`src/hdl/sdc_pkg.sv`:
```
// package with constants and carrier types of the sensor data commutator
package sdc_pkg;
  localparam int          STAGE_W       = 7;
  localparam int          SECTOR_W      = 7;
  localparam int          FIFO_W        = 7;
  localparam int          FIFO_DEPTH    = 8;
  localparam int          APB_AW        = 12;
  // register byte offsets
  localparam logic [11:0] CTRL_OFS      = 12'h000;
  localparam logic [11:0] STATUS_OFS    = 12'h004;
  localparam logic [11:0] STAGE_OFS     = 12'h008;
  localparam logic [11:0] FIFO_OFS      = 12'h00c;
  // control field positions
  localparam int          CTRL_AZ_BIT   = 0;
  localparam int          CTRL_PLR_BIT  = 1;
  localparam int          CTRL_MXF_BIT  = 2;
  localparam int          CTRL_INH_BIT  = 3;
  localparam logic [3:0]  CTRL_RESET    = 4'h0;
  localparam logic [6:0]  STAGE_RESET   = 7'h00;
  // sector decodes
  localparam logic [6:0]  SEC_1         = 7'h01;
  localparam logic [6:0]  SEC_2         = 7'h02;
  localparam logic [6:0]  SEC_3         = 7'h03;
  localparam logic [6:0]  SEC_7         = 7'h07;
  localparam logic [6:0]  SEC_10        = 7'h0a;
  localparam logic [2:0]  SEC_HI_64_79  = 3'h4;
  localparam logic [2:0]  AZ_GRP_A      = 3'h1;
  localparam logic [2:0]  AZ_GRP_B      = 3'h4;
  localparam logic [2:0]  AZ_GRP_C      = 3'h7;
  localparam int          ODD_BIT       = 0;

  // scan mode selection
  typedef enum logic [1:0] {SDC_MODE_NONE, SDC_MODE_AZ, SDC_MODE_POLAR, SDC_MODE_MAXFLUX} sdc_mode_t;

  // timing pulses from the instrument
  typedef struct packed {
    logic       phase_one;
    logic       phase_two;
    logic       conv_start;
    logic       burst;
    logic       flux_pulse;
    logic       flux_block;
    logic       sector_end;
    logic [6:0] sector;
    logic       az_selected;
  } sdc_timing_t;

  // high-voltage converter side signals
  typedef struct packed {
    logic hv_conversion_start;
    logic comparator;
    logic hv_polarity;
    logic hv_zero;
    logic hv_step_advance;
    logic buffer_empty;
  } sdc_hv_t;
endpackage

```
`src/hdl/sdc_commutator.sv`:
```
// sensor data commutator: staging counter, hv converter handshake, write strobes
//
// Function
// - staging register is seven-bit counter, first bit most significant
// - conversion start clears staging counter before burst pulses count
// - sectors 3,5,7 with flux block low: burst counts until sector end
// - sectors 2,4,6: burst counts with flux block low, flux pulse clears, remainder is flux value
// - sector 10: start clears, bursts count, conversion done clears again
// - on sequence completion the seven staged bits go to buffer storage
// - hv start sets converter flop; comparator flip fires done pulse in sector 10
// - phase-one pulse clears converter flop so ramp recharges
// - hv polarity selects ion or electron input path
// - azimuth mode strobes at phase two of selected sectors
// - azimuth mode extra strobes at phase one in sectors 66, 72, 78
// - extra strobes decoded from upper bits, sectors 64-79, even only
// - polar mode strobes at phase two of sectors 2-7 and 10
// - polar mode extra strobes at phase one of sectors 2 and 10
// - buffer empty presets both divide-by-three stages
// - hv advance steps divider; second stage setting re-toggles first
// - max-flux strobes phase two sectors 2,3, and sector 1 when first set only
// - mode strobes ORed; suppressed by hv zero, write inhibit or full fifo
`timescale 1ns/1ns
module sdc_commutator (
  // clock and reset
  input  wire logic                ref_clk_in,
  input  wire logic                rst_in,
  // instrument timing
  input  wire sdc_pkg::sdc_timing_t timing_in,
  // high-voltage converter
  input  wire sdc_pkg::sdc_hv_t    hv_in,
  output      logic                ion_path_en_out,
  output      logic                electron_path_en_out,
  output      logic                ramp_active_out,
  output      logic                hv_conversion_done_out,
  // buffer storage side
  output      logic                write_strobe_out,
  output      logic [6:0]          staged_bits_out,
  output      logic                buf_valid_out,
  input  wire logic                buf_ready_in,
  output      logic [6:0]          buf_data_out,
  output      logic                fifo_full_out,
  // apb slave
  input  wire logic                psel,
  input  wire logic                penable,
  input  wire logic                pwrite,
  input  wire logic [11:0]         paddr,
  input  wire logic [31:0]         pwdata,
  output      logic [31:0]         prdata,
  output      logic                pready,
  output      logic                pslverr
);
  typedef struct packed {
    logic [3:0]  ctrl;
    logic [6:0]  stage;
    logic [6:0]  staged;
    logic        conv_ff;
    logic        cmp_d;
    logic        done;
    logic        div_q1;
    logic        div_q2;
    logic        strobe;
    logic        push;
    logic [31:0] rdata;
    logic        overflow;
  } sdc_state_t;

  sdc_state_t       st_reg;
  sdc_state_t       st_next;
  sdc_pkg::sdc_mode_t mode;
  logic [6:0]       sec;
  logic             sec_246;
  logic             sec_357;
  logic             sec_10;
  logic             done_pulse;
  logic             sector_odd_bit;
  logic             az_extra;
  logic             az_wp;
  logic             polar_wp;
  logic             maxflux_wp;
  logic             fifo_ready;
  logic [3:0]       fifo_level;
  logic             apb_wr;
  logic             apb_rd;

  ////////////////////////////////////////////////////////////////////////////
  // sector decodes
  assign sec     = timing_in.sector;
  assign sec_10  = sec == sdc_pkg::SEC_10;
  assign sec_246 = (sec >= sdc_pkg::SEC_2) && (sec <= sdc_pkg::SEC_7) && !sec[sdc_pkg::ODD_BIT];
  assign sec_357 = (sec >= sdc_pkg::SEC_3) && (sec <= sdc_pkg::SEC_7) && sec[sdc_pkg::ODD_BIT];
  assign sector_odd_bit = sec[sdc_pkg::ODD_BIT];

  // one mode at a time, azimuth first
  always_comb
  begin
    if (st_reg.ctrl[sdc_pkg::CTRL_AZ_BIT])
      mode = sdc_pkg::SDC_MODE_AZ;
    else if (st_reg.ctrl[sdc_pkg::CTRL_PLR_BIT])
      mode = sdc_pkg::SDC_MODE_POLAR;
    else if (st_reg.ctrl[sdc_pkg::CTRL_MXF_BIT])
      mode = sdc_pkg::SDC_MODE_MAXFLUX;
    else
      mode = sdc_pkg::SDC_MODE_NONE;
  end

  ////////////////////////////////////////////////////////////////////////////
  // converter done: falling comparator edge qualified by sector 10
  assign done_pulse = st_reg.conv_ff && st_reg.cmp_d && !hv_in.comparator && sec_10;

  // input path select
  assign ion_path_en_out      = !hv_in.hv_polarity;
  assign electron_path_en_out = hv_in.hv_polarity;

  ////////////////////////////////////////////////////////////////////////////
  // extra azimuth strobes: groups a/b/c within 64-79, even sectors
  assign az_extra = (sec[6:4] == sdc_pkg::SEC_HI_64_79) && !sector_odd_bit
                    && ((sec[3:1] == sdc_pkg::AZ_GRP_A) || (sec[3:1] == sdc_pkg::AZ_GRP_B)
                        || (sec[3:1] == sdc_pkg::AZ_GRP_C));
  // mode write pulses
  always_comb
  begin
    az_wp      = 1'b0;
    polar_wp   = 1'b0;
    maxflux_wp = 1'b0;
    case (mode)
      sdc_pkg::SDC_MODE_AZ:
      begin
        az_wp = (timing_in.phase_two && timing_in.az_selected)
                || (timing_in.phase_one && az_extra);
      end
      sdc_pkg::SDC_MODE_POLAR:
      begin
        polar_wp = (timing_in.phase_two && (((sec >= sdc_pkg::SEC_2) && (sec <= sdc_pkg::SEC_7)) || sec_10))
                   || (timing_in.phase_one && ((sec == sdc_pkg::SEC_2) || sec_10));
      end
      sdc_pkg::SDC_MODE_MAXFLUX:
      begin
        maxflux_wp = timing_in.phase_two && ((sec == sdc_pkg::SEC_2) || (sec == sdc_pkg::SEC_3)
                     || (st_reg.div_q1 && !st_reg.div_q2 && (sec == sdc_pkg::SEC_1)));
      end
      default:
      begin
        az_wp = 1'b0;
      end
    endcase
  end

  ////////////////////////////////////////////////////////////////////////////
  // next state
  always_comb
  begin
    st_next        = st_reg;
    st_next.cmp_d  = hv_in.comparator;
    st_next.done   = done_pulse;
    st_next.push   = 1'b0;
    st_next.rdata  = '0;
    // staging counter, clears take priority over counting
    if (timing_in.conv_start)
      st_next.stage = sdc_pkg::STAGE_RESET;
    else if (sec_246 && timing_in.flux_pulse)
      st_next.stage = sdc_pkg::STAGE_RESET;
    else if (sec_10 && done_pulse)
      st_next.stage = sdc_pkg::STAGE_RESET;
    else if (timing_in.burst && ((sec_357 && !timing_in.flux_block) || (sec_246 && !timing_in.flux_block) || sec_10))
      st_next.stage = st_reg.stage + 7'h01;
    // sequence completion hands staged bits to the buffer
    if (timing_in.sector_end && (sec_246 || sec_357 || sec_10))
    begin
      st_next.staged = st_reg.stage;
      st_next.push   = 1'b1;
    end
    // converter flop: phase one clear wins, start sets, comparator drop ends ramp
    if (timing_in.phase_one)
      st_next.conv_ff = 1'b0;
    else if (hv_in.hv_conversion_start)
      st_next.conv_ff = 1'b1;
    else if (st_reg.cmp_d && !hv_in.comparator)
      st_next.conv_ff = 1'b0;
    // divide by three
    if (hv_in.buffer_empty)
    begin
      st_next.div_q1 = 1'b1;
      st_next.div_q2 = 1'b1;
    end
    else if (hv_in.hv_step_advance)
    begin
      if (st_reg.div_q1)
      begin
        st_next.div_q2 = !st_reg.div_q2;
        st_next.div_q1 = !st_reg.div_q2; // second stage setting re-toggles first
      end
      else
        st_next.div_q1 = 1'b1;
    end
    // composite strobe
    st_next.strobe = (az_wp || polar_wp || maxflux_wp) && !hv_in.hv_zero
                     && !st_reg.ctrl[sdc_pkg::CTRL_INH_BIT] && fifo_ready;
    if (st_reg.push && !fifo_ready)
      st_next.overflow = 1'b1;
    // apb access
    if (apb_wr && (paddr == sdc_pkg::CTRL_OFS))
      st_next.ctrl = pwdata[3:0];
    if (apb_wr && (paddr == sdc_pkg::STATUS_OFS) && pwdata[0] && !(st_reg.push && !fifo_ready))
      st_next.overflow = 1'b0;
    if (apb_rd)
    begin
      case (paddr)
        sdc_pkg::CTRL_OFS:   st_next.rdata = {28'h0000000, st_reg.ctrl};
        sdc_pkg::STATUS_OFS: st_next.rdata = {24'h000000, fifo_level, st_reg.div_q2, st_reg.div_q1,
                                              st_reg.conv_ff, st_reg.overflow};
        sdc_pkg::STAGE_OFS:  st_next.rdata = {18'h00000, st_reg.staged, st_reg.stage};
        sdc_pkg::FIFO_OFS:   st_next.rdata = {24'h000000, buf_valid_out, buf_data_out};
        default:             st_next.rdata = '0;
      endcase
    end
  end

  // apb strobes: read captured in setup, write lands with pready in access
  assign apb_wr  = psel && penable && pwrite;
  assign apb_rd  = psel && !penable && !pwrite;
  assign pready  = psel && penable;
  assign pslverr = psel && penable && (paddr > sdc_pkg::FIFO_OFS);
  assign prdata  = st_reg.rdata;

  ////////////////////////////////////////////////////////////////////////////
  // state register
  always_ff @(posedge ref_clk_in or posedge rst_in)
  begin
    if (rst_in)
    begin
      st_reg      <= '0;
      st_reg.ctrl <= sdc_pkg::CTRL_RESET;
    end
    else
      st_reg <= st_next;
  end

  // outputs
  assign ramp_active_out        = st_reg.conv_ff;
  assign hv_conversion_done_out = st_reg.done;
  assign write_strobe_out       = st_reg.strobe;
  assign staged_bits_out        = st_reg.staged;

  ////////////////////////////////////////////////////////////////////////////
  // staged word buffer toward core storage
  sdc_fifo #(
    .W (sdc_pkg::FIFO_W),
    .D (sdc_pkg::FIFO_DEPTH)
  ) u_fifo (
    .clk_in        (ref_clk_in),
    .rst_in        (rst_in),
    .in_valid_in   (st_reg.push),
    .in_ready_out  (fifo_ready),
    .in_data_in    (st_reg.staged),
    .out_valid_out (buf_valid_out),
    .out_ready_in  (buf_ready_in),
    .out_data_out  (buf_data_out),
    .level_out     (fifo_level)
  );
  assign fifo_full_out = !fifo_ready;
endmodule // sdc_commutator

```
`src/hdl/sdc_fifo.sv`:
```
// parameterised flip-flop fifo with valid/ready on both sides
`timescale 1ns/1ns
module sdc_fifo #(
  parameter int W = 7,
  parameter int D = 8
) (
  // clock and reset
  input  wire logic         clk_in,
  input  wire logic         rst_in,
  // fill side
  input  wire logic         in_valid_in,
  output      logic         in_ready_out,
  input  wire logic [W-1:0] in_data_in,
  // drain side
  output      logic         out_valid_out,
  input  wire logic         out_ready_in,
  output      logic [W-1:0] out_data_out,
  output      logic [$clog2(D):0] level_out
);
  localparam int AW = $clog2(D);
  typedef struct packed {
    logic [D-1:0][W-1:0] mem;
    logic [AW-1:0]       wp;
    logic [AW-1:0]       rp;
    logic [AW:0]         cnt;
  } sdcf_state_t;
  sdcf_state_t st_reg;
  sdcf_state_t st_next;
  logic push;
  logic pop;

  // handshake terms
  assign in_ready_out  = st_reg.cnt < (AW+1)'(D);
  assign out_valid_out = st_reg.cnt != '0;
  assign out_data_out  = st_reg.mem[st_reg.rp];
  assign level_out     = st_reg.cnt;
  assign push          = in_valid_in && in_ready_out;
  assign pop           = out_valid_out && out_ready_in;

  // next state
  always_comb
  begin
    st_next = st_reg;
    if (push)
    begin
      st_next.mem[st_reg.wp] = in_data_in;
      st_next.wp             = (st_reg.wp == AW'(D-1)) ? '0 : st_reg.wp + 1'b1;
    end
    if (pop)
      st_next.rp = (st_reg.rp == AW'(D-1)) ? '0 : st_reg.rp + 1'b1;
    if (push && !pop)
      st_next.cnt = st_reg.cnt + 1'b1;
    else if (pop && !push)
      st_next.cnt = st_reg.cnt - 1'b1;
  end

  // state register
  always_ff @(posedge clk_in or posedge rst_in)
  begin
    if (rst_in)
      st_reg <= '0;
    else
      st_reg <= st_next;
  end
endmodule // sdc_fifo

```
`config.mk`:
```
export PLATFORM = sky130hd
export DESIGN_NAME = sdc_commutator
export DESIGN_NICKNAME = d
export VERILOG_FILES = /design/src/hdl/sdc_pkg.sv /design/src/hdl/sdc_commutator.sv /design/src/hdl/sdc_fifo.sv
export SDC_FILE = /design/constraint.sdc
export NUM_CORES = 1
export LEC_CHECK = 0
export BUFFER_PORTS_ARGS = -buffer_cell sky130_fd_sc_hd__buf_4
export CORE_MARGIN = 2
export CORE_UTILIZATION = 40
export CTS_CLUSTER_DIAMETER = 100
export CTS_CLUSTER_SIZE = 14
export DETAILED_ROUTE_END_ITERATION = 12
export GPL_ROUTABILITY_DRIVEN = 1
export GPL_TIMING_DRIVEN = 0
export MAX_ROUTING_LAYER = met4
export SYNTH_ARGS = -nofsm -noshare
export SYNTH_HDL_FRONTEND = slang
export SYNTH_SLANG_ARGS = --single-unit
```
`constraint.sdc`:
```
create_clock -name ref_clk_in -period 3.5 [get_ports ref_clk_in]
set_input_delay 0.35 -clock ref_clk_in [delete_from_list [all_inputs] [get_ports ref_clk_in]]
set_output_delay 0.35 -clock ref_clk_in [all_outputs]
set_load 0.02 [all_outputs]
```
After elaboration in Yosys (flattened, before gate mapping)
Index checks and enable logic that the tools add are counted.
- register bits after elaboration: 124
- input bits: 71
- logic and storage cells: 160
- add/subtract/negate cells: 5
- mux-type cells: 31
- eq/ne operators: 16
- reductions and logical operators: 77
- order comparisons: 8
- operators with widths (kind ; count):
    bitwise mux 56 bit ; 1
    case mux 14 bit (4 select lines) ; 1
    2-to-1 mux 7 bit ; 6
    logical AND 1 bit ; 41
    equality test 12 x 4 -> 1 bit, second input constant ; 2
    binary-select mux 7 bit (select 3 bit) ; 1
    demux 7 bit (select 3 bit) ; 1
    equality test 3 bit, second input constant ; 5
    equality test 7 x 2 -> 1 bit, second input constant ; 2
    greater-or-equal comparator 7 x 2 -> 1 bit, second input constant ; 2
    logical OR 1 bit ; 14
    2-to-1 mux 14 bit ; 1
    logical NOT 1 bit ; 13
    equality test 12 x 3 -> 1 bit, second input constant ; 1
    > comparator 12 x 4 -> 1 bit, second input constant ; 1
    logical NOT 12 bit ; 1
    2-to-1 mux 1 bit ; 11
    2-to-1 mux 2 bit ; 5
    less-than comparator 3 x 4 -> 1 bit, second input constant ; 2
    2-to-1 mux 4 bit ; 2
    nonzero test 2 bit ; 4
    nonzero test 4 bit ; 2
    adder 7 x 1 -> 7 bit, second input constant ; 1
    equality test 7 x 1 -> 1 bit, second input constant ; 1
    13 further kinds ; 16

Longest topological paths before layout
Gate-level depths: netlist (run 1).
- word-level depth: 12
- gate-level depth with buffers: 11
- gate-level depth less buffers: 10

Cells and area by module
From an unflattened synthesis (run 1), not the netlist that was laid out.
- cells, all modules: 419
- area, all modules: 5413.9 um^2
- modules (own cells, without submodules) (module ; area an instance (um^2) ; times used ; cells each):
    sdc_fifo ; 3220.6 ; 1 ; 215
    sdc_commutator ; 2193.4 ; 1 ; 204

Worst setup path before layout (run 1)
No wires, ideal clock.
- kind: register -> register
- from: register u_fifo.st_reg (netlist bit u_fifo.level_out[3])
- to: register u_fifo.st_reg (netlist bit u_fifo.level_out[3])
- setup slack: 0.793 ns
- clock period less this slack: 2.707 ns
- cell stages (with the launch flop): 11
- required time: 3.364 ns
- path buffers: 0
- data arrival time: 2.571 ns
- path through: dfrtp_1 > or4_1 > nand2_1 > ha_1 > inv_1 > ha_1 > a21o_1 > a21oi_1 > xnor2_1 > nor2_1 > xor2_1
- longest elaborated chain between the ends: 5
- RTL lines (item ; line ; source):
    start: declaration ; sdc_fifo.sv:27 ; sdcf_state_t st_reg;
    start signal: assignment ; sdc_fifo.sv:63 ; st_reg <= st_next;
    nonzero test 4 bit * ; sdc_fifo.sv:34 ; assign out_valid_out = st_reg.cnt != '0;
    named net buf_valid_out ; sdc_commutator.sv:38 ; output logic buf_valid_out,
    logical AND 1 bit * ; sdc_fifo.sv:38 ; assign pop = out_valid_out && out_ready_in;
    logical NOT 1 bit ; sdc_fifo.sv:51 ; if (push && !pop)
    logical AND 1 bit ; sdc_fifo.sv:51 ;
    2-to-1 mux 4 bit or nonzero test 2 bit (tied branches) ; - ;
Mark *: on every way through the listed nets, which the timed path passes. The rest lies on a longest branch. The select of a mux whose other input is x is not followed.
A chain may end at the register's enable or synchronous reset.

Worst setup path in the final report (run 1)
- from: register u_fifo.st_reg[4] in the netlist's numbering
- to: output port buf_data_out[4]
- longest elaborated chain between the ends: 2
- RTL lines (item ; line ; source):
    binary-select mux 7 bit (select 3 bit) ; sdc_fifo.sv:35 ; assign out_data_out = st_reg.mem[st_reg.rp];
    2-to-1 mux 7 bit (not written as such) ; sdc_fifo.sv:35 ;
    end: declaration ; sdc_commutator.sv:40 ; output logic [6:0] buf_data_out,
Every way passes these cells. The select of a mux whose other input is x is not followed.

==> results of run 1 <==
area by class of cell:
type / instances / area [sq um] / share of cell area
buffer: 60 / 377 / 0.0586
timing repair buffer: 78 / 606 / 0.0942
clock buffer: 13 / 250 / 0.0389
inverter: 9 / 36.3 / 0.00565
tap: 172 / 215 / 0.0335
sequential: 106 / 2650 / 0.413
clock inverter: 2 / 37.5 / 0.00584
multi-input combinational: 270 / 2250 / 0.350
worst max-delay path, cell delays in order, from the launching register on:
cell	delay [ns]
dfrtp_1	0.35
clkbuf_1	0.47
buf_2	0.45
mux4_2	0.56
mux2_2	0.32
buf_4	0.17
metrics by stage:
step / std cells / setup TNS (ns) / setup WS, ns
detailed placement: 695 / 0 / 0.722
finish: 710 / 0 / 0.478
floorplan: 445 / 0 / 0.361
global route: 710 / 0 / 0.256
CTS: 710 / 0 / 0.386
global placement: 694 / -87.29 / -0.831
layout by cell type, fill, tap and decap left out, types with 2 or more instances in the layout:
cell type and n:
buf_4 117, dfrtp_1 106, mux2_2 77, nand2_1 32, nor2_1 20, conb_1 18
clkbuf_1 14, mux4_2 14, a21oi_1 11, and2_1 9, clkbuf_16 9, buf_1 8
inv_1 8, o21ai_0 8, ha_1 8, nand3_1 6, a31oi_1 6, xor2_1 5
a22oi_1 5, nor3_1 4, nor3b_1 4, xnor2_1 4, nand2b_1 3, a21o_1 3
and3_1 3, o21ai_1 3, nand3b_1 2, nor3b_2 2, nor4_1 2, nor2b_1 2
o21bai_1 2, or3_1 2, o2111ai_1 2
power by group:
part | internal [W] | leakage, nW | switching (W)
Clock | 0.000571 | 0.136 | 0.000421
Combinational | 0.000278 | 1.63 | 0.000322
Sequential | 0.00129 | 1.45 | 0.0000814
Total | 0.00214 | 3.22 | 0.000824
cells by family (layout without fill, tap and decap cells):
kind of cell | after synthesis | in the layout | share of synthesized area
flops | 106 | 106 | 0.505
simple gates | 97 | 97 | 0.0955
mux | 92 | 92 | 0.227
buf+inv | 69 | 162 | 0.0782
compound gates | 45 | 45 | 0.0555
fa+ha+maj | 9 | 9 | 0.0229
xor+xnor | 9 | 9 | 0.0150
other cells | 1 | 18 | 0.000714
layer usage:
layer	up-vias	routed length (um)
met1	1720	5460
li1	1659	-
met5	-	0
met3	13	588
met4	0	169
met2	92	5750
final timing paths:
kind	start	endpoint	cells past startpoint
hold reg to reg	u_fifo.st_reg[47]	u_fifo.st_reg[47]	1
setup / recovery	u_fifo.st_reg[4]	buf_data_out[4]	5
setup reg to reg	u_fifo.level_out[3]	u_fifo.level_out[3]	10
hold / removal	rst_in	hv_conversion_done_out	2
min in group ref_clk_in	hv_in[4]	st_reg[38]	1
max in group asynchronous	rst_in	u_fifo.st_reg[41]	3
==> flow_metrics.env, run 1 <==
export IMPL_clk_latency_ns=0.34
export IMPL_clock_sinks=106
export IMPL_endpoint_kind="output pin"
export IMPL_met2_usage=0.287
export IMPL_finalCriticalPeriod_ns=3.02
export IMPL_skew_ns=0.00861
export IMPL_num_rows=41
export IMPL_status="finished, final reports clean"
export IMPL_ir_drop_uv=261
export IMPL_grt_pass1_vias=3681
export IMPL_core_sq_mm=0.0127
export IMPL_drive_above_1_share=0.424
export IMPL_routed_wl_um=12000
export IMPL_area_growth_pct=22.4
export IMPL_ys_ff_latch=106
export IMPL_leakage_nw=3.22
export IMPL_met1_usage=0.250
export IMPL_synthTopCellsByCount="dfrtp_1, mux2_2, buf_4"
export IMPL_gr_total_overflow=0
export IMPL_worstPathArrival_ns=2.67
export IMPL_dr_first_iter_drc_count=164
export IMPL_synth_area_sq_mm=0.00525
export IMPL_die_h_um=119
export IMPL_finalSetupViolCount=0
export IMPL_total_power_w=0.00296
export IMPL_avgRoutedWirePerCell_um=16.8
export IMPL_clockBufferDepth=2
export IMPL_synth_most_common_cell="dfrtp_1"
export IMPL_synth_edf_count=0
export IMPL_dr_pass1_iters=4
export IMPL_postPlaceCellArea_sq_mm=0.00614
export IMPL_place_gp_congestion=0.834
export IMPL_finalCoreUtilization=0.505
export IMPL_yosysSeqAreaShare=0.505
export IMPL_io_buffer_count=77
export IMPL_ant_nets=0
export IMPL_worstMarginPinSlew_ns=1.16
export IMPL_synth_top_area_cell="dfrtp_1"
export IMPL_synth_warnings=0
export IMPL_nNetsFinal=614
export IMPL_cts_root_buf="clkbuf_16"
export IMPL_slew_headroom=0.222
export IMPL_synth_avg_cell_area_sq_um=12.3
export IMPL_worst_endpoint_required_ns=3.15
export IMPL_finalMaxSlewViolations=0
export IMPL_critical_path_class="reg2out"
export IMPL_grt_max_degree=68
export IMPL_grt_first_pass_wirelength_um=19800
export IMPL_via_per_inst=4.91
export IMPL_fin_crit_sh=0.863
export IMPL_via_count=3484
export IMPL_syn_inst=428
export IMPL_largest_reg_flops=62
export IMPL_dieArea_sq_mm=0.0141
export IMPL_initial_core_util=0.413
export IMPL_drc_errors=0
export IMPL_fmax_mhz=331
export IMPL_cts_hold_buf=0
export IMPL_cts_setup_buffers=0
export IMPL_io_pins=126
export IMPL_grt_util_met3=0.0323
export IMPL_grtUsageTotal=0.186
export IMPL_yosysUniqueCellTypes=46
export IMPL_diodes=0
export IMPL_dp_hpwl_um=8800
export IMPL_cts_tree="yes"
export IMPL_grt_busiest_layer="met2"
export IMPL_rsz0062_at_grt="false"
export IMPL_ys_top_cells_by_area="dfrtp_1, mux2_2, mux4_2"
export IMPL_stdcell_area_sq_mm=0.00643
export IMPL_h_tree_depth=3
export IMPL_worstPathMaxFanout=10
export IMPL_drv_cap=0
export IMPL_r2r_setup_slack_ns=0.73
export IMPL_startpoint_type="flop"
export IMPL_clkSlewWorstSetupHoldPaths_ns=0.07
export IMPL_synth_top_area_frac=0.505
export IMPL_grt_antenna_before_repair=0
export IMPL_fill_cells=1158
export IMPL_cts_resized=0
export IMPL_ys_flop_type="dfrtp_1"
export IMPL_chipWidth_um=119
export IMPL_hp_class="in2async"
export IMPL_power_density_mw_per_mm2=461
export IMPL_cts_made_buffers=9
export IMPL_async_flop_share=1.00
export IMPL_hold_slack_ns=0.0509
export IMPL_hold_viol_final=0
Note: power is estimated with default switching activity, not from simulation.
==> run 2: changes to the inputs <==
Settings changed: ABC_AREA from default to 1, CORE_UTILIZATION 40 to 50, PLACE_DENSITY from default to 0.74.
==> run 2 against run 1 <==
  * Cell area up 7.6%
  * Worst setup slack gained 0.57 ns
  * Die area fell by 12%
  * First-iteration DRC count grew 89%
  * Routed wire length grew 22%
  * Highest routed layer unchanged
  * Critical path depth is 3 higher
  * Count of clock-buffer cells in the layout is 1 lower
  * Non-clock buffer count is 2 higher
  * Global-route usage rose by 6.6 points
  * Combinational power up 120%
  * Critical endpoint is now buf_data_out[0]
  * Synthesized cell count up 71%
  * Fmax rose by 23%
==> flow_metrics.env, run 2 <==
export IMPL_worst_endpoint_required_ns=3.15
export IMPL_fin_crit_sh=0.701
export IMPL_synth_most_common_cell="nand2_1"
export IMPL_synth_top_area_frac=0.460
export IMPL_endpoint_kind="output pin"
export IMPL_syn_inst=732
export IMPL_dp_hpwl_um=11000
export IMPL_cts_hold_buf=0
export IMPL_synth_avg_cell_area_sq_um=7.87
export IMPL_fmax_mhz=408
export IMPL_grt_antenna_before_repair=0
export IMPL_grt_pass1_vias=5062
export IMPL_power_frac_clock=0.262
export IMPL_ys_ff_latch=106
export IMPL_synth_area_sq_mm=0.00576
export IMPL_cts_made_buffers=9
export IMPL_clock_sinks=106
export IMPL_finalWorstSetupSlack_ns=1.05
export IMPL_netSwitchingPower_w=0.00141
export IMPL_ys_flop_type="dfrtp_1"
export IMPL_finalCoreUtilization=0.611
export IMPL_ys_top_cells_by_area="dfrtp_1, nand2_1, o21ai_0"
export IMPL_grt_first_pass_wirelength_um=24000
export IMPL_rsz0062_at_grt="false"
export IMPL_drive_above_1_share=0.215
export IMPL_final_common_cell="nand2_1"
export IMPL_drc_errors=0
export IMPL_io_pins=126
export IMPL_pwr_share_seq=0.380
export IMPL_crit_chain="buf_2 -> buf_2 -> nand2_1 -> nand3_1 -> nand2_1 -> o21ai_0 -> inv_1 -> buf_4"
export IMPL_gr_total_overflow=0
export IMPL_layout_common_cells="nand2_1, buf_4, dfrtp_1"
export IMPL_nNetsFinal=920
export IMPL_diodes=0
export IMPL_num_rows=39
export IMPL_yosysSeqAreaShare=0.460
export IMPL_grt_max_degree=59
export IMPL_crit_path_max_incr_delay_ns=0.44
export IMPL_slew_headroom=0.578
export IMPL_hp_class="in2async"
export IMPL_worstPathMaxFanout=10
export IMPL_area_growth_pct=19.9
export IMPL_via_count=5082
export IMPL_yosysUniqueCellTypes=33
export IMPL_io_buffer_count=79
export IMPL_ir_drop_uv=376
export IMPL_finalMaxSlewViolations=0
export IMPL_synthTopCellsByCount="nand2_1, dfrtp_1, inv_1"
export IMPL_async_flop_share=1.00
export IMPL_via_per_inst=5.14
export IMPL_dr_pass1_iters=5
export IMPL_finalSetupViolCount=0
export IMPL_h_tree_depth=3
export IMPL_worstPathArrival_ns=2.10
export IMPL_initial_core_util=0.509
export IMPL_pre_cts_ws_ns=1.29
export IMPL_critPathTopFamily="buffers and inverters"
export IMPL_slowest_stage="o21ai_0"
export IMPL_leakage_nw=3.56
export IMPL_hold_viol_final=0
export IMPL_cts_setup_buffers=0
export IMPL_cts_root_buf="clkbuf_16"
export IMPL_ant_nets=0
export IMPL_largest_reg_flops=62
export IMPL_place_gp_congestion=0.882
export IMPL_clk_latency_ns=0.35
export IMPL_skew_ns=0.00669
export IMPL_core_sq_mm=0.0113
export IMPL_synth_top_area_cell="dfrtp_1"
export IMPL_dr_first_iter_drc_count=310
export IMPL_avgRoutedWirePerCell_um=14.7
export IMPL_dieArea_sq_mm=0.0124
export IMPL_cts_resized=0
export IMPL_path_buf_inv=4
export IMPL_synth_edf_count=0
export IMPL_worstMarginPinSlew_ns=0.634
export IMPL_critical_path_class="reg2out"
export IMPL_die_h_um=111
export IMPL_power_density_mw_per_mm2=538
export IMPL_finalCriticalPeriod_ns=2.45
export IMPL_status="finished, final reports clean"
export IMPL_startpoint_type="flop"
export IMPL_grtUsageTotal=0.251
export IMPL_sw_frac_of_total=0.380
export IMPL_drv_cap=0
export IMPL_cts_tree="yes"
export IMPL_synth_warnings=0
export IMPL_clockBufferDepth=2
export IMPL_chipWidth_um=111
export IMPL_clkSlewWorstSetupHoldPaths_ns=0.07
export IMPL_internal_power_w=0.00231
export IMPL_routed_wl_um=14500
export IMPL_p_comb_frac=0.358
## run 2: cell types whose count changed after synthesis, sizes merged, moves of 14 or more
cell,previous run,this run
inv,9,102
mux2,77,1
nor2,20,77
nand3,6,62
o21ai,11,93
mux4,14,0
nand2,32,180
## run 2: worst reg2reg max path, cell delays in order, from the launching register on
cell     delay (ns)
dfrtp_1        0.44
nor2_1         0.07
nand2_1        0.16
nand2_1        0.16
ha_1           0.23
inv_1          0.14
ha_1           0.30
a21oi_1        0.16
nand2_1        0.08
a21oi_1        0.12
o21ai_0        0.12
xor2_1         0.16
## run 2: area by class of cell
class | count | area [sq um]
fillers | 1036 | 4410
flip-flops and latches | 106 | 2650
multi-input cells | 481 | 2350
repair buffers | 80 | 621
plain buffers | 60 | 439
inverters | 102 | 390
clock buffers | 12 | 256
well taps | 143 | 179
clock inverters | 4 | 26.3
## run 2: layer usage
layer / wire, um / global-route usage / share of wire
met4: 375 / 0.0914 / 0.026
met5: 0 / - / 0
met1: 5920 / 0.299 / 0.41
met2: 7360 / 0.427 / 0.51
met3: 880 / 0.0506 / 0.061
## run 2: per-stage QoR
stage                     power [W]  instance area, sq um  TNS, ns  hold WS (ns)  std cells
after floorplan             0.00228                  5830        0         0.381        749
after global placement      0.00271                  6600   -78.01         0.466        971
after detailed placement    0.00274                  6630        0         0.474        972
after CTS                   0.00371                  6910        0         0.107        988
after global routing        0.00394                  6910        0         0.101        988
final                       0.00372                  6910        0        0.0808        988
## run 2: worst paths after layout
| kind | from | to | slack [ns] | cells after the start |
|---|---|---|---|---|
| worst max-delay path | u_fifo.st_reg[4] | buf_data_out[0] | 1.05 | 8 |
| worst min-delay path | rst_in | st_reg[53] | 0.08 | 2 |
| worst max register to register | u_fifo.level_out[1] | u_fifo.level_out[3] | 1.25 | 11 |
| worst min register to register | u_fifo.st_reg[17] | u_fifo.st_reg[17] | 0.48 | 2 |
| max in group asynchronous | rst_in | u_fifo.st_reg[12] | 2.72 | 3 |
| min in group ref_clk_in | hv_in[4] | st_reg[38] | 0.12 | 1 |
## run 2: logic make-up after synthesis
family,share of synthesized area
buf+inv,0.143
flops,0.460
simple gates,0.264
other cells,0.000651
xor+xnor,0.00760
compound gates,0.101
mux,0.00195
fa+ha+maj,0.0208
## run 2: power groups by stage
stage / Sequential, W / Clock [W] / Combinational [W]
6_report: 0.00141 / 0.000976 / 0.00133
5_1_grt: 0.00143 / 0.00104 / 0.00147
4_1_cts: 0.00141 / 0.000985 / 0.00131
3_5_place_dp: 0.00143 / 0 / 0.00131
3_3_place_gp: 0.00143 / 0 / 0.00128
2_1_floorplan: 0.00142 / 0 / 0.000862
==> run 3: changes to the inputs <==
Settings changed: PLACE_DENSITY 0.74 to 0.77.
Clock period 3.5 ns to 2.2 ns, I/O delays scaled along.
==> run 3 against run 2 <==
  * Worst setup slack got worse by 0.96 ns
  * Routed wire length fell by 3.4%
  * Non-clock buffer count rose by 6
  * Total power rose by 63%
  * Cell area rose by 1.7%
  * First-iteration DRC count rose by 15%
  * Worst hold slack got worse by 0.047 ns
  * Sequential power rose by 58%
  * Global-route usage fell by 0.98 points
  * Via count fell by 2.2%
  * Critical endpoint is now buf_data_out[6]
  * Largest power group is now combinational logic
  * Highest routed layer unchanged
==> flow_metrics.env, run 3 (synthesized netlist as in run 2, its figures left out) <==
export IMPL_status="finished, final reports clean"
export IMPL_num_rows=39
export IMPL_avgRoutedWirePerCell_um=14.1
export IMPL_clockBufferDepth=2
export IMPL_io_buffer_count=79
export IMPL_cts_tree="yes"
export IMPL_diodes=0
export IMPL_via_count=4970
export IMPL_grt_antenna_before_repair=0
export IMPL_dp_hpwl_um=10600
export IMPL_largest_reg_flops=62
export IMPL_die_h_um=111
export IMPL_via_per_inst=5.00
export IMPL_routed_wl_um=14000
export IMPL_pre_cts_ws_ns=-0.0261
export IMPL_dr_first_iter_drc_count=357
export IMPL_crit_chain="clkbuf_1 -> nand3_1 -> nand2_1 -> inv_1 -> buf_4"
export IMPL_cts_root_buf="clkbuf_16"
export IMPL_postPlaceCellArea_sq_mm=0.00666
export IMPL_grtUsageTotal=0.242
export IMPL_finalWorstSetupSlack_ns=0.0820
export IMPL_hp_class="in2reg"
export IMPL_drive_above_1_share=0.230
export IMPL_cts_made_buffers=9
export IMPL_final_common_cell="nand2_1"
export IMPL_worstPathArrival_ns=1.90
export IMPL_finalCriticalPeriod_ns=2.12
export IMPL_hold_slack_ns=0.0335
export IMPL_ir_drop_uv=579
export IMPL_gr_total_overflow=0
export IMPL_drc_errors=0
export IMPL_worst_endpoint_required_ns=1.98
export IMPL_fin_crit_sh=0.963
export IMPL_worstMarginPinSlew_ns=0.652
export IMPL_drv_cap=0
export IMPL_chipWidth_um=111
export IMPL_grt_first_pass_wirelength_um=23200
export IMPL_crit_path_max_incr_delay_ns=0.52
export IMPL_endpoint_kind="output pin"
export IMPL_slowest_stage="clkbuf_1"
export IMPL_core_sq_mm=0.0113
export IMPL_area_growth_pct=22.0
export IMPL_dr_pass1_iters=5
export IMPL_skew_ns=0.00672
export IMPL_leakage_nw=3.60
export IMPL_place_gp_congestion=0.887
export IMPL_power_density_mw_per_mm2=862
export IMPL_fmax_mhz=472
export IMPL_grt_pass1_vias=4701
export IMPL_startpoint_type="flop"
export IMPL_initial_core_util=0.509
export IMPL_io_pins=126
export IMPL_layout_common_cells="nand2_1, buf_4, dfrtp_1"
export IMPL_h_tree_depth=3
export IMPL_clk_latency_ns=0.35
export IMPL_hold_viol_final=0
export IMPL_stdcell_area_sq_mm=0.00703
export IMPL_finalMaxSlewViolations=0
export IMPL_fill_cells=1029
export IMPL_finalSetupViolCount=0
export IMPL_critical_path_class="reg2out"
export IMPL_nNetsFinal=926
export IMPL_total_power_w=0.00606
export IMPL_clock_sinks=106
export IMPL_worstPathMaxFanout=10
export IMPL_dieArea_sq_mm=0.0124
export IMPL_clkSlewWorstSetupHoldPaths_ns=0.08
export IMPL_grt_max_degree=40
export IMPL_slew_headroom=0.565
export IMPL_ant_nets=0
export IMPL_finalCoreUtilization=0.621
run 3: repair_timing:
item                                    4_1_cts  5_1_grt
hold endpoints to repair                     41        0
pin swaps                                     0        0
setup buffers                                 2        0
endpoints found under the setup margin        5        5
resized for setup                             6        8
hold buffers                                  2        0
run 3: final timing paths:
check	start	to	slack, ns	depth (start not counted)
setup / recovery	u_fifo.st_reg[6]	buf_data_out[6]	0.08	5
hold / removal	timing_in[14]	ramp_active_out	0.03	2
setup reg to reg	u_fifo.level_out[2]	u_fifo.level_out[3]	0.20	11
hold reg to reg	u_fifo.st_reg[10]	u_fifo.st_reg[10]	0.49	2
max in group asynchronous	rst_in	u_fifo.level_out[0]	1.21	5
min in group asynchronous	rst_in	hv_conversion_done_out	0.31	3
run 3: cell type report:
cell class	instances	area [sq um]	share of cell area
sequential	106	2650	0.377
clock inverter	7	72.6	0.0103
timing repair buffer	86	688	0.0978
multi-input combinational	481	2380	0.339
clock buffer	9	225	0.0320
tap	143	179	0.0254
buffer	60	442	0.0628
inverter	102	392	0.0557
run 3: metrics by stage:
stage	setup TNS [ns]	std cells
CTS	0	994
floorplan	0	749
global route	-0.00584	994
detailed placement	-0.0261	974
finish	0	994
global placement	-0.906	971
run 3: worst max-delay path, delay by kind of cell, from the launching register on:
kind          cells  cell delay [ns]
buf+inv           3             0.73
simple gates      2             0.41
flops             1             0.39
run 3: power by group:
| part | total [W] | internal, W | switching [W] |
|---|---|---|---|
| logic | 0.00225 | 0.000824 | 0.00142 |
| registers | 0.00223 | 0.00209 | 0.000144 |
| clock network | 0.00159 | 0.000802 | 0.000785 |
| total | 0.00606 | 0.00371 | 0.00235 |
run 3: metal layers:
metal	wire length, um	track usage	vias to the layer above
met5	0	-	-
met1	5910	0.304	2319
li1	-	-	2488
met4	307	0.0823	0
met2	7080	0.399	137
met3	749	0.0408	26
